<file path="src/cmg_pkg.sv">
/*
 * package for the codec mixer gain register bank: offsets, field
 * positions, reset values and enumerations.
 * assumes nothing of its surroundings.
 */
package cmg_pkg;
    localparam logic [6:0] OFS_RESET      = 7'h00;
    localparam logic [6:0] OFS_PHONE      = 7'h0c;
    localparam logic [6:0] OFS_MIC        = 7'h0e;
    localparam logic [6:0] OFS_LINE       = 7'h10;
    localparam logic [6:0] OFS_CD         = 7'h12;
    localparam logic [6:0] OFS_PCM        = 7'h18;
    localparam logic [6:0] OFS_RECSEL     = 7'h1a;
    localparam logic [6:0] OFS_RECGAIN    = 7'h1c;
    localparam logic [6:0] OFS_MISC       = 7'h20;

    localparam logic [15:0] RST_PHONE     = 16'h8008;
    localparam logic [15:0] RST_MIC       = 16'h8008;
    localparam logic [15:0] RST_LINE      = 16'h8808;
    localparam logic [15:0] RST_CD        = 16'h8808;
    localparam logic [15:0] RST_PCM       = 16'h8808;
    localparam logic [15:0] RST_RECSEL    = 16'h0000;
    localparam logic [15:0] RST_RECGAIN   = 16'h8000;
    localparam logic [15:0] RST_MISC      = 16'h0000;

    // writable bit masks; all other bits ignored and read as zero
    localparam logic [15:0] MSK_PHONE     = 16'h801f;
    localparam logic [15:0] MSK_MIC       = 16'h805f;
    localparam logic [15:0] MSK_STEREO    = 16'h9f1f;
    localparam logic [15:0] MSK_RECSEL    = 16'h0707;
    localparam logic [15:0] MSK_RECGAIN   = 16'h8f0f;
    localparam logic [15:0] MSK_MISC      = 16'h0280;

    localparam int MUTE_BIT    = 15;
    localparam int BOOST_BIT   = 6;
    localparam int MONO_SEL_BIT = 9;
    localparam int LOOP_BIT    = 7;
    localparam int LEFT_LSB    = 8;

    // index of each register in the bank
    localparam int NREG        = 8;
    localparam logic [2:0] IX_PHONE   = 3'h0;
    localparam logic [2:0] IX_MIC     = 3'h1;
    localparam logic [2:0] IX_LINE    = 3'h2;
    localparam logic [2:0] IX_CD      = 3'h3;
    localparam logic [2:0] IX_PCM     = 3'h4;
    localparam logic [2:0] IX_RECSEL  = 3'h5;
    localparam logic [2:0] IX_RECGAIN = 3'h6;
    localparam logic [2:0] IX_MISC    = 3'h7;

    typedef enum logic [2:0] {
        CMG_SRC_MIC      = 3'b000,
        CMG_SRC_CD       = 3'b001,
        CMG_SRC_MONO_MIX = 3'b010,
        CMG_SRC_PRE_OUT  = 3'b011,
        CMG_SRC_LINE     = 3'b100,
        CMG_SRC_STEREO_NOPCM = 3'b101,
        CMG_SRC_MONO_NOPCM   = 3'b110,
        CMG_SRC_PHONE    = 3'b111
    } cmg_src_t;
endpackage

</file>
<file path="src/cmg_bus_if.sv">
/*
 * interface carrying one decoded register access between the top
 * and the address decoder.
 * assumes a single clock domain.
 */
`timescale 1ns/10ps
interface cmg_bus_if;
    logic [6:0] addr;
    logic       hit;
    logic [2:0] idx;
    logic       is_reset;
    modport dec (input addr, output hit, output idx, output is_reset);
    modport top (output addr, input hit, input idx, input is_reset);
endinterface

</file>
<file path="src/cmg_regs.sv">
/*
 * codec mixer input gain, record select/gain and misc control bank.
 * assumes the serial link slot decoder delivers one-cycle write and
 * read strobes with a 7-bit offset, on SYS_CLK, and that reads are
 * answered with registered data one cycle later.
 */
`timescale 1ns/10ps
module cmg_regs (
    input  wire logic        SYS_CLK,
    input  wire logic        RST_N,
    input  wire logic        CLK_EN,
    input  wire logic        WR_STB,
    input  wire logic        RD_STB,
    input  wire logic [6:0]  REG_ADDR,
    input  wire logic [15:0] WR_DATA,
    input  wire logic        EXT_MODE,
    output logic [15:0]      RD_DATA,
    output logic             RD_VALID,
    output logic [4:0]       PHONE_ATTEN,
    output logic             PHONE_MUTE_L,
    output logic             PHONE_MUTE_R,
    output logic [4:0]       MIC_ATTEN,
    output logic             MIC_BOOST,
    output logic             MIC_MUTE,
    output logic [4:0]       LINE_LEFT_ATTEN,
    output logic [4:0]       LINE_RIGHT_ATTEN,
    output logic             LINE_MUTE,
    output logic [4:0]       DISC_LEFT_ATTEN,
    output logic [4:0]       DISC_RIGHT_ATTEN,
    output logic             DISC_MUTE,
    output logic [4:0]       PLAYBACK_LEFT_ATTEN,
    output logic [4:0]       PLAYBACK_RIGHT_ATTEN,
    output logic             PLAYBACK_MUTE,
    output logic [2:0]       RECORD_LEFT_SOURCE,
    output logic [2:0]       RECORD_RIGHT_SOURCE,
    output logic [3:0]       RECORD_LEFT_GAIN,
    output logic [3:0]       RECORD_RIGHT_GAIN,
    output logic             RECORD_MUTE,
    output logic             MONO_MIX_SOURCE_SELECT,
    output logic             ADC_TO_DAC_LOOPBACK
);
    cmg_bus_if bus ();
    logic [15:0] bank_r [cmg_pkg::NREG];
    logic [15:0] rd_data_r;
    logic        rd_valid_r;
    logic        soft_reset;

    // reset value and write mask per index
    function automatic logic [15:0] rst_val(input logic [2:0] i);
        unique case (i)
            cmg_pkg::IX_PHONE:   rst_val = cmg_pkg::RST_PHONE;
            cmg_pkg::IX_MIC:     rst_val = cmg_pkg::RST_MIC;
            cmg_pkg::IX_LINE:    rst_val = cmg_pkg::RST_LINE;
            cmg_pkg::IX_CD:      rst_val = cmg_pkg::RST_CD;
            cmg_pkg::IX_PCM:     rst_val = cmg_pkg::RST_PCM;
            cmg_pkg::IX_RECSEL:  rst_val = cmg_pkg::RST_RECSEL;
            cmg_pkg::IX_RECGAIN: rst_val = cmg_pkg::RST_RECGAIN;
            cmg_pkg::IX_MISC:    rst_val = cmg_pkg::RST_MISC;
        endcase
    endfunction

    function automatic logic [15:0] wr_mask(input logic [2:0] i);
        unique case (i)
            cmg_pkg::IX_PHONE:   wr_mask = cmg_pkg::MSK_PHONE;
            cmg_pkg::IX_MIC:     wr_mask = cmg_pkg::MSK_MIC;
            cmg_pkg::IX_LINE,
            cmg_pkg::IX_CD,
            cmg_pkg::IX_PCM:     wr_mask = cmg_pkg::MSK_STEREO;
            cmg_pkg::IX_RECSEL:  wr_mask = cmg_pkg::MSK_RECSEL;
            cmg_pkg::IX_RECGAIN: wr_mask = cmg_pkg::MSK_RECGAIN;
            cmg_pkg::IX_MISC:    wr_mask = cmg_pkg::MSK_MISC;
        endcase
    endfunction

    // offset decoding
    assign bus.addr = REG_ADDR;
    cmg_decode u_decode (
        .bus (bus)
    );

    assign soft_reset = WR_STB && bus.is_reset;

    // register bank, one word per generate slot
    for (genvar g = 0; g < cmg_pkg::NREG; g++) begin : g_bank
        localparam logic [2:0] IX = 3'(g);
        always_ff @(posedge SYS_CLK) begin
            if (!RST_N) begin
                bank_r[g] <= rst_val(IX);
            end else if (CLK_EN) begin
                if (soft_reset) begin
                    bank_r[g] <= rst_val(IX);
                end else if (WR_STB && bus.hit && bus.idx == IX) begin
                    bank_r[g] <= WR_DATA & wr_mask(IX);
                end
            end
        end
    end

    // read data, one cycle after the strobe
    always_ff @(posedge SYS_CLK) begin
        if (!RST_N) begin
            rd_data_r  <= 16'h0000;
            rd_valid_r <= 1'b0;
        end else if (CLK_EN) begin
            rd_valid_r <= RD_STB;
            if (RD_STB) begin
                rd_data_r <= bus.hit ? bank_r[bus.idx] : 16'h0000;
            end
        end
    end
    assign RD_DATA  = rd_data_r;
    assign RD_VALID = rd_valid_r;

    // analog control fields; codes pass straight to the gain stages, except PHONE_MUTE_R, which EXT_MODE forces low
    assign PHONE_ATTEN  = bank_r[cmg_pkg::IX_PHONE][4:0];
    assign PHONE_MUTE_L = bank_r[cmg_pkg::IX_PHONE][cmg_pkg::MUTE_BIT];
    assign PHONE_MUTE_R = bank_r[cmg_pkg::IX_PHONE][cmg_pkg::MUTE_BIT]
                          && !EXT_MODE;
    assign MIC_ATTEN    = bank_r[cmg_pkg::IX_MIC][4:0];
    assign MIC_BOOST    = bank_r[cmg_pkg::IX_MIC][cmg_pkg::BOOST_BIT];
    assign MIC_MUTE     = bank_r[cmg_pkg::IX_MIC][cmg_pkg::MUTE_BIT];
    assign LINE_LEFT_ATTEN  = bank_r[cmg_pkg::IX_LINE][12:8];
    assign LINE_RIGHT_ATTEN = bank_r[cmg_pkg::IX_LINE][4:0];
    assign LINE_MUTE        = bank_r[cmg_pkg::IX_LINE][cmg_pkg::MUTE_BIT];
    assign DISC_LEFT_ATTEN  = bank_r[cmg_pkg::IX_CD][12:8];
    assign DISC_RIGHT_ATTEN = bank_r[cmg_pkg::IX_CD][4:0];
    assign DISC_MUTE        = bank_r[cmg_pkg::IX_CD][cmg_pkg::MUTE_BIT];
    assign PLAYBACK_LEFT_ATTEN  = bank_r[cmg_pkg::IX_PCM][12:8];
    assign PLAYBACK_RIGHT_ATTEN = bank_r[cmg_pkg::IX_PCM][4:0];
    assign PLAYBACK_MUTE = bank_r[cmg_pkg::IX_PCM][cmg_pkg::MUTE_BIT];
    assign RECORD_LEFT_SOURCE  = bank_r[cmg_pkg::IX_RECSEL][10:8];
    assign RECORD_RIGHT_SOURCE = bank_r[cmg_pkg::IX_RECSEL][2:0];
    assign RECORD_LEFT_GAIN  = bank_r[cmg_pkg::IX_RECGAIN][11:8];
    assign RECORD_RIGHT_GAIN = bank_r[cmg_pkg::IX_RECGAIN][3:0];
    assign RECORD_MUTE = bank_r[cmg_pkg::IX_RECGAIN][cmg_pkg::MUTE_BIT];
    assign MONO_MIX_SOURCE_SELECT =
        bank_r[cmg_pkg::IX_MISC][cmg_pkg::MONO_SEL_BIT];
    assign ADC_TO_DAC_LOOPBACK = bank_r[cmg_pkg::IX_MISC][cmg_pkg::LOOP_BIT];
endmodule // cmg_regs

</file>
<file path="src/cmg_decode.sv">
/*
 * address decoder for the mixer gain register bank.
 * assumes word offsets as printed; odd offsets never hit.
 */
`timescale 1ns/10ps
module cmg_decode (
    cmg_bus_if.dec bus
);
    // offset to bank index
    always_comb begin
        bus.hit      = 1'b1;
        bus.idx      = cmg_pkg::IX_PHONE;
        bus.is_reset = (bus.addr == cmg_pkg::OFS_RESET);
        unique case (bus.addr)
            cmg_pkg::OFS_PHONE:   bus.idx = cmg_pkg::IX_PHONE;
            cmg_pkg::OFS_MIC:     bus.idx = cmg_pkg::IX_MIC;
            cmg_pkg::OFS_LINE:    bus.idx = cmg_pkg::IX_LINE;
            cmg_pkg::OFS_CD:      bus.idx = cmg_pkg::IX_CD;
            cmg_pkg::OFS_PCM:     bus.idx = cmg_pkg::IX_PCM;
            cmg_pkg::OFS_RECSEL:  bus.idx = cmg_pkg::IX_RECSEL;
            cmg_pkg::OFS_RECGAIN: bus.idx = cmg_pkg::IX_RECGAIN;
            cmg_pkg::OFS_MISC:    bus.idx = cmg_pkg::IX_MISC;
            default:              bus.hit = 1'b0;
        endcase
    end
endmodule // cmg_decode

</file>
<file path="config.mk">
export PLATFORM = sky130hd
export DESIGN_NAME = cmg_regs
export DESIGN_NICKNAME = d
export VERILOG_FILES = /design/src/cmg_pkg.sv /design/src/cmg_bus_if.sv /design/src/cmg_regs.sv /design/src/cmg_decode.sv
export SDC_FILE = /design/constraint.sdc
export NUM_CORES = 1
export LEC_CHECK = 0
export BUFFER_PORTS_ARGS = -buffer_cell sky130_fd_sc_hd__buf_2
export CORE_MARGIN = 8
export CORE_UTILIZATION = 54
export CTS_BUF_LIST = sky130_fd_sc_hd__clkbuf_4 sky130_fd_sc_hd__clkbuf_8
export CTS_CLUSTER_DIAMETER = 60
export DETAILED_ROUTE_END_ITERATION = 7
export PLACE_DENSITY = 0.83
export SKIP_CTS_REPAIR_TIMING = 1
export SLEW_MARGIN = 20
export SYNTH_ARGS = -nofsm -noshare
export SYNTH_HDL_FRONTEND = slang
export SYNTH_SLANG_ARGS = --single-unit
</file>
<file path="constraint.sdc">
create_clock -name SYS_CLK -period 3.6 [get_ports SYS_CLK]
set_input_delay 1.08 -clock SYS_CLK [delete_from_list [all_inputs] [get_ports SYS_CLK]]
set_output_delay 1.08 -clock SYS_CLK [all_outputs]
set_load 0.03 [all_outputs]
</file>
==> results of run 1 <==
[routing by layer]
layer,wire (um),up-vias,global-route usage
met3,1313,42,0.06298
met2,5924,259,0.3928
met1,4704,1569,0.2820
met4,441,0,0.1477
met5,0,-,0
li1,-,1482,-
[layout make-up]
type,count,share of cell area
flip-flops and latches,77,0.4465
well taps,96,0.02469
inverters,1,0.0007716
clock buffers,9,0.02546
repair buffers,137,0.1610
multi-input cells,234,0.3184
clock inverters,6,0.02315
[layout by cell type, fill, tap and decap left out, types with 5 or more instances in the layout]
cell type                  instances
sky130_fd_sc_hd__and2_1           40
sky130_fd_sc_hd__o21ai_0           8
sky130_fd_sc_hd__clkbuf_8          9
sky130_fd_sc_hd__nor2_1           16
sky130_fd_sc_hd__mux2i_1          15
sky130_fd_sc_hd__and3_1           17
sky130_fd_sc_hd__dfxtp_1          14
sky130_fd_sc_hd__nand2_1          19
sky130_fd_sc_hd__a21oi_1          16
sky130_fd_sc_hd__a22oi_1           7
sky130_fd_sc_hd__nand3_1           5
sky130_fd_sc_hd__edfxtp_1         63
sky130_fd_sc_hd__buf_2           103
sky130_fd_sc_hd__nand2b_1         22
sky130_fd_sc_hd__buf_4            33
[kinds of logic (layout without fill, tap and decap cells)]
kind of cell           Yosys count  after routing  synth area share
AO/OA/AOI/OAI                   66             66            0.1208
XOR/XNOR                         1              1          0.002292
buffers and inverters           18            153           0.02816
flip-flops                      77             77            0.5684
multiplexers                    19             19           0.05108
other                            1              3         0.0009814
AND/OR/NAND/NOR                145            145            0.2282
[power breakdown]
part | total [mW] | switching (mW) | internal (mW)
clock | 0.776 | 0.319 | 0.458
combinational | 0.269 | 0.190 | 0.0795
sequential | 1.02 | 0.0245 | 0.999
[how the worst max path moves through the flow]
stage,end,slack (ns),cells past startpoint
floorplan,bank_r[3][0],0.25,8
global placement,bank_r[5][7],0.24,7
detailed placement,bank_r[5][9],0.16,7
CTS,bank_r[5][2],0.52,7
global route,bank_r[5][2],0.40,7
finish,bank_r[5][2],0.46,7
[worst max-delay path: cells and delay by family]
family | cells | cell delay (ns)
simple gates | 3 | 1.26
buf+inv | 2 | 0.40
compound gates | 2 | 0.39
[registers in the layout, indices dropped and copies added, names as in the netlist]
name      count
RD_DATA      13
RD_VALID      1
bank_r       63
[metrics by stage]
| stage | hold slack (ns) | util | setup WS (ns) | std cells | total power [mW] |
|---|---|---|---|---|---|
| finish | 0.4681 | 0.7121 | 0.4612 | 560 | 2.070 |
| global route | 0.4939 | 0.7121 | 0.3966 | 560 | 2.127 |
| CTS | 0.4722 | 0.7121 | 0.5178 | 560 | 2.067 |
| detailed placement | 0.4621 | 0.6775 | 0.1568 | 545 | 1.309 |
| global placement | 0.4362 | 0.6775 | 0.2390 | 545 | 1.304 |
| floorplan | 0.5800 | - | 0.2482 | 329 | 1.201 |
==> flow_summary.ini, run 1 <==
[status]
status = complete, no violations

[routing]
drt-wirelength-per-cell_um = 22.11
via_count = 3352
drc_errors = 0
routed_antenna_nets = 0
vias_per_cell = 5.986
drt-total-wl_um = 12380
detailedRoute.firstPassIterationCount = 5
detail_route.iter0.violations = 299

[grt]
global_route_wire_length_before_repair_um = 18460
grt_max_degree = 14
grt_remaining_overflow = 0
first_global_vias = 3470
grt_usage = 0.2425
antenna_found_initial = 0

[timing]
finalMaxSlewViolations = 0
layout_min_cycle_time_ns = 3.139
max_freq_mhz = 318.6
hold_violations = 0
relSlewSlack = 0.6578
timing.final.crit_share = 0.8719
fin_tns_setup_ns = 0
worst_clock_skew_ns = 0.006690
rsz_0062_raised_after_global_routing = false
setup_viol = 0
timing_worst_slew_pin_value_ns = 0.5004

[finish]
combined_area_of_the_multi_input_logic_cells_um2 = 1549
syn2layout_area_growth_pct = 27.31
antenna_cells = 0
final-seq-area_um2 = 2172
design.final.nets = 489
design_area_um2 = 4865
drive_gt1_frac = 0.3599
num-fill-cells = 508

[setup_path]
crit-reg2reg-capture = RD_DATA[9]
setup.worst_path.start_class = primary input
arrival_time_of_the_worst_setup_path_ns = 3.14
crit_fanout = 11
worstRegToRegCells = 3
timing.critical_path.from = REG_ADDR[1]
crit_chain = buf_2, or4b_4, a21oi_2, o2111ai_2, buf_4, nor4_2, nand2b_1
crit_type = primary input to flip-flop
critPathSlowestCell = sky130_fd_sc_hd__or4b_4
critical_path.max_stage_delay_ns = 0.57
worst-r2r-setup-slack_ns = 2.42
crit_path_end_kind = flip-flop
worst_r2r_startpoint = bank_r[2][8]
critical_path_required_ns = 3.60

[placement]
placed_cell_area_um2 = 4628
gp_congestion = 0.9059
hpwl_um = 9063
portBuffers = 103

[clock_network]
clock_path_buffers = 2
clkLatencyLatePin_ns = 0.35
cts_tree = done
tritoncts_num_sinks = 77
worst_setup_hold_path_clk_slew_ns = 0.07
ctsHtreeMaxLevel = 3
clockRootBuffer = sky130_fd_sc_hd__clkbuf_8
cts-buffers-inserted = 9

[synthesis]
dominantRegCellSynth = sky130_fd_sc_hd__edfxtp_1
netlist_top_cells_count = sky130_fd_sc_hd__edfxtp_1, sky130_fd_sc_hd__and2_1, sky130_fd_sc_hd__nand2b_1
synthesis.area_per_instance_um2 = 11.69
synth_area_leader_cell = sky130_fd_sc_hd__edfxtp_1
synth.area.top_cells = sky130_fd_sc_hd__edfxtp_1, sky130_fd_sc_hd__dfxtp_1, sky130_fd_sc_hd__and2_1
yosys.area.top_type_share = 0.4951
yosys_warnings = 0
synth_area_um2 = 3821
postSynthCellCount = 327
total_of_flip_flops_plus_latches_after_synthesis = 77
yosysUniqueCellTypes = 60
yosys.cell_count.top_type = sky130_fd_sc_hd__edfxtp_1
synth-async-reset-ratio = 0
synth_edf_count = 63
synth_seq_area_share = 0.5684

[worst_hold_path]
hold_depth = 2
min_to = RD_DATA[7]
timing.hold.worst.class = flip-flop to flip-flop
hold_wc_startpoint = RD_DATA[7]

[floorplan]
die_area_um2 = 10020
initial_core_utilization = 0.5593
core-area_um2 = 6832
fp.dieW_um = 100.1
core.rowCount = 30
floorplan.io_pins = 110
floorplan.die.height_um = 100.1

[power]
vdd.ir_drop.worst_mv = 0.3246
power_density_nw_per_um2 = 425.4
cellLeakagePower_nw = 2.045

[job]
maxCapViolations = 0
Power figures use the tool's default switching activity.
==> run 2: changes to the inputs <==
--- a/config.mk
+++ b/config.mk
@@ -12,6 +12,7 @@
 export CTS_CLUSTER_DIAMETER = 60
 export DETAILED_ROUTE_END_ITERATION = 7
 export PLACE_DENSITY = 0.83
+export RECOVER_POWER = 50
 export SKIP_CTS_REPAIR_TIMING = 1
 export SLEW_MARGIN = 20
 export SYNTH_ARGS = -nofsm -noshare
==> run 2 against run 1 <==
  * Register-to-register slack hardly changed
  * Sequential power hardly changed
  * Critical path depth rose by 2
  * Cell area is 3.4% lower
  * Via count increased by 0.98%
  * Worst setup slack worse by 0.21 ns
  * Critical path type unchanged
  * Critical endpoint is now bank_r[2][2]
==> flow_summary.ini, run 2 (synthesized netlist as in run 1, its figures left out) <==
[status]
status = complete, no violations

[routing]
vias_per_cell = 6.045
detail_route.iter0.violations = 318
drt-wirelength-per-cell_um = 22.02
drc_errors = 0
routed_antenna_nets = 0
drt-total-wl_um = 12330
via_count = 3385
detailedRoute.firstPassIterationCount = 6

[clock_network]
cts-buffers-inserted = 9
tritoncts_num_sinks = 77
cts_tree = done
clock_path_buffers = 2
ctsHtreeMaxLevel = 3
clkLatencyLatePin_ns = 0.35
worst_setup_hold_path_clk_slew_ns = 0.07
clockRootBuffer = sky130_fd_sc_hd__clkbuf_8

[setup_path]
crit_fanout = 11
critPathSlowestCell = sky130_fd_sc_hd__or4b_1
crit_path_end_kind = flip-flop
cpLargestDelayFamily = simple AND/OR/NAND/NOR gates
critical_path_required_ns = 3.65
arrival_time_of_the_worst_setup_path_ns = 3.40
crit_type = primary input to flip-flop
setup.worst_path.start_class = primary input
crit-reg2reg-capture = RD_DATA[4]
crit_chain = buf_2, or4b_1, a21oi_2, o2111ai_1, nor2b_1, clkbuf_1, and2_1, nand2b_1, buf_4
worst_r2r_startpoint = bank_r[0][4]
worstRegToRegCells = 4
critical_path.max_stage_delay_ns = 0.60
worst-r2r-setup-slack_ns = 2.42
critical_path_buf_inv_count = 3

[floorplan]
floorplan.io_pins = 110
core.rowCount = 30
floorplan.die.height_um = 100.1
core-area_um2 = 6832
fp.dieW_um = 100.1
die_area_um2 = 10020
initial_core_utilization = 0.5593

[grt]
grt_remaining_overflow = 0
global_route_wire_length_before_repair_um = 18460
grt_usage = 0.2425
antenna_found_initial = 0
first_global_vias = 3470
grt_max_degree = 14

[power]
cellLeakagePower_nw = 1.765
vdd.ir_drop.worst_mv = 0.3250
power_density_nw_per_um2 = 437.2
report.power.total_mw = 2.055

[finish]
max_flop_register = bank_r
mostFrequentLayoutCell = sky130_fd_sc_hd__clkbuf_1
number_of_flip_flops_in_the_largest_register = 63
highest_count_cells_in_the_layout_ignoring_fill_and_taps = sky130_fd_sc_hd__clkbuf_1, sky130_fd_sc_hd__edfxtp_1, sky130_fd_sc_hd__and2_1
drive_gt1_frac = 0.1659
finalCoreUtilization = 0.6879
design.final.nets = 489
syn2layout_area_growth_pct = 22.99
antenna_cells = 0

[timing]
relSlewSlack = 0.4916
finalMaxSlewViolations = 0
hold_violations = 0
fin_tns_setup_ns = 0
timing_worst_slew_pin_value_ns = 0.7568
layout_min_cycle_time_ns = 3.346
max_freq_mhz = 298.9
setup_viol = 0
worst_slack_ns = 0.2543
worst_clock_skew_ns = 0.009114
rsz_0062_raised_after_global_routing = false
timing.final.crit_share = 0.9294

[placement]
gp_congestion = 0.9059
portBuffers = 103
place_ws_ns = 0.1568
hpwl_um = 9063

[worst_hold_path]
min_to = RD_DATA[7]
hold_wc_startpoint = RD_DATA[7]
timing.hold.worst.class = flip-flop to flip-flop
hold_depth = 2

[job]
maxCapViolations = 0
[run 2: layout make-up]
class                      instances  area [um^2]
timing repair buffer             137        646.9
sequential                        77         2172
tap                               96        120.1
clock inverter                     6        112.6
fill                             576         2132
clock buffer                       9        123.9
multi-input combinational        234         1520
inverter                           1        3.754
[run 2: through the flow]
stage	instances	hold slack, ns	area, um^2
floorplan	329	0.5800	3829
global placement	545	0.4362	4628
detailed placement	545	0.4621	4628
CTS	560	0.4722	4865
global route	560	0.4969	4700
finish	560	0.4709	4700
[run 2: routing by layer]
metal	routed length, um	vias to the layer above	part of all wire	GRT usage
met1	4703	1624	0.38	0.2820
met5	0	-	0	0
li1	-	1486	-	-
met3	1357	39	0.11	0.06298
met4	382	0	0.031	0.1477
met2	5888	236	0.48	0.3928
[run 2: power breakdown]
part	internal [mW]	switching (mW)	total (mW)
logic	0.0657	0.188	0.254
clock network	0.458	0.317	0.775
registers	1.00	0.0260	1.03
total	1.52	0.532	2.05
[run 2: worst max path at each step]
stage,startpoint,endpoint,slack (ns),cells past startpoint
finish,REG_ADDR[1],bank_r[2][2],0.25,9
CTS,REG_ADDR[1],bank_r[5][2],0.52,7
global placement,REG_ADDR[1],bank_r[5][7],0.24,7
global route,REG_ADDR[1],bank_r[2][2],0.21,9
floorplan,REG_ADDR[4],bank_r[3][0],0.25,8
detailed placement,REG_ADDR[1],bank_r[5][9],0.16,7
[run 2: tightest hold or removal path: cells and delay by family, from the launching register on]
kind / cells / cell delay [ns]
AOI/OAI and AO/OA: 1 / 0.05
DFF: 1 / 0.32
and+or+nand+nor: 1 / 0.05
==> run 3: changes to the inputs <==
--- a/config.mk
+++ b/config.mk
@@ -7,11 +7,11 @@
 export LEC_CHECK = 0
 export BUFFER_PORTS_ARGS = -buffer_cell sky130_fd_sc_hd__buf_2
 export CORE_MARGIN = 8
-export CORE_UTILIZATION = 54
+export CORE_UTILIZATION = 45
 export CTS_BUF_LIST = sky130_fd_sc_hd__clkbuf_4 sky130_fd_sc_hd__clkbuf_8
 export CTS_CLUSTER_DIAMETER = 60
 export DETAILED_ROUTE_END_ITERATION = 7
-export PLACE_DENSITY = 0.83
+export PLACE_DENSITY = 0.71
 export RECOVER_POWER = 50
 export SKIP_CTS_REPAIR_TIMING = 1
 export SLEW_MARGIN = 20
==> run 3 against run 2 <==
  * Routed wire length is 1.7% higher
  * Largest cell class unchanged
  * Sequential power barely moved
  * Total power is 1.3% higher
  * Via count decreased by 2.6%
  * Hold slack improved by 0.0064 ns
  * Worst setup slack lost 0.058 ns
  * Global-route usage shrank 2.5 points
  * Maximum frequency fell by 1.7%
  * Clock skew is 0.00086 ns lower
  * Sequential cell count unchanged
==> flow_summary.ini, run 3 (synthesized netlist as in run 1, its figures left out) <==
[status]
status = complete, no violations

[setup_path]
setup.worst_path.start_class = primary input
worstRegToRegCells = 4
worst_r2r_startpoint = bank_r[6][8]
timing.critical_path.from = REG_ADDR[1]
worst-r2r-setup-slack_ns = 2.10
crit_type = primary input to flip-flop
timing.critical_path.to = RD_DATA[9]
crit-reg2reg-capture = RD_DATA[9]
arrival_time_of_the_worst_setup_path_ns = 3.70
crit_path_end_kind = flip-flop
crit_fanout = 13
critical_path_required_ns = 3.90

[routing]
vias_per_cell = 5.714
via_count = 3297
detailedRoute.firstPassIterationCount = 5
drt-total-wl_um = 12540
drt-wirelength-per-cell_um = 21.73
drc_errors = 0
routed_antenna_nets = 0
detail_route.iter0.violations = 265

[clock_network]
cts-buffers-inserted = 9
clockRootBuffer = sky130_fd_sc_hd__clkbuf_8
clkLatencyLatePin_ns = 0.35
tritoncts_num_sinks = 77
clock_path_buffers = 2
ctsHtreeMaxLevel = 3
worst_setup_hold_path_clk_slew_ns = 0.08
cts_tree = done

[worst_hold_path]
timing.hold.worst.class = flip-flop to flip-flop

[floorplan]
initial_core_utilization = 0.4651
die_area_um2 = 11700
core.rowCount = 33
floorplan.die.height_um = 108.2
core-area_um2 = 8217
floorplan.io_pins = 110
fp.dieW_um = 108.2

[timing]
relSlewSlack = 0.4732
fin_tns_setup_ns = 0
hold_violations = 0
finalMaxSlewViolations = 0
rsz_0062_raised_after_global_routing = false
layout_min_cycle_time_ns = 3.403
max_freq_mhz = 293.8
timing.final.crit_share = 0.9454
timing_worst_slew_pin_value_ns = 0.7703
worst_clock_skew_ns = 0.008250
finalHoldWorstSlack_ns = 0.4772
setup_viol = 0

[finish]
highest_count_cells_in_the_layout_ignoring_fill_and_taps = sky130_fd_sc_hd__clkbuf_1, sky130_fd_sc_hd__edfxtp_1, sky130_fd_sc_hd__and2_1
drive_gt1_frac = 0.1801
mostFrequentLayoutCell = sky130_fd_sc_hd__clkbuf_1
design.final.nets = 496
antenna_cells = 0
layout.cells.non_filler = 577
max_flop_register = bank_r
num-fill-cells = 759
syn2layout_area_growth_pct = 25.25
number_of_flip_flops_in_the_largest_register = 63

[power]
power_density_nw_per_um2 = 435.1
cellLeakagePower_nw = 1.802
vdd.ir_drop.worst_mv = 0.2713

[grt]
first_global_vias = 3399
grt_remaining_overflow = 0
grt_max_degree = 14
grt_usage = 0.2179
global_route_wire_length_before_repair_um = 19130
antenna_found_initial = 0

[placement]
portBuffers = 103
hpwl_um = 9442
gp_congestion = 0.9326
cell_count_after_placement = 561

[job]
maxCapViolations = 0
==> run 3: area by class of cell <==
class | instances | area [um^2] | share of cell area
Inverter | 1 | 3.754 | 0.0007843
Timing Repair Buffer | 144 | 710.7 | 0.1485
Clock buffer | 10 | 131.4 | 0.02745
Tap cell | 105 | 131.4 | 0.02745
Clock inverter | 6 | 111.4 | 0.02327
Sequential cell | 77 | 2172 | 0.4539
Multi-Input combinational cell | 234 | 1525 | 0.3187
==> run 3: worst min path at each step <==
stage | from | endpoint | slack [ns] | cells past startpoint
floorplan | RD_DATA[7] | RD_DATA[7] | 0.58 | 2
global placement | RD_DATA[7] | RD_DATA[7] | 0.44 | 2
detailed placement | RD_DATA[4] | RD_DATA[4] | 0.47 | 2
CTS | RD_DATA[4] | RD_DATA[4] | 0.48 | 2
global route | RD_DATA[7] | RD_DATA[7] | 0.50 | 2
finish | RD_DATA[7] | RD_DATA[7] | 0.48 | 2
==> run 3: worst max-delay path, cell delays in order <==
cell and delay (ns):
sky130_fd_sc_hd__clkbuf_1 0.22, sky130_fd_sc_hd__or4b_4 0.61, sky130_fd_sc_hd__a2111o_1 0.46, sky130_fd_sc_hd__nand2_4 0.25, sky130_fd_sc_hd__nand2_1 0.08, sky130_fd_sc_hd__a2111oi_0 0.69, sky130_fd_sc_hd__buf_4 0.22, sky130_fd_sc_hd__a211o_1 0.09
==> run 3: metrics by stage <==
stage | utilization | worst slack [ns] | instance area (um^2) | power (mW)
after floorplan | - | 0.2482 | 3829 | 1.201
after global placement | 0.5710 | -0.01819 | 4692 | 1.313
after detailed placement | 0.5710 | 0.07511 | 4692 | 1.315
after CTS | 0.6006 | 0.4191 | 4935 | 2.102
after global routing | 0.5825 | 0.1361 | 4786 | 2.144
final | 0.5825 | 0.1966 | 4786 | 2.082
==> run 3: power breakdown <==
part           internal, mW  leakage [nW]  total [mW]  switching (mW)
clock network         0.468         0.120       0.799           0.331
registers             0.999         0.720        1.02          0.0246
logic                0.0706         0.962       0.259           0.189
==> run 3: metal layers <==
| metal | track usage | vias to the layer above | wire length, um |
|---|---|---|---|
| met2 | 0.3422 | 162 | 5853 |
| met4 | 0.08127 | 0 | 177 |
| met5 | 0 | - | 0 |
| met3 | 0.06544 | 12 | 1182 |
| li1 | - | 1497 | - |
| met1 | 0.2769 | 1626 | 5327 |
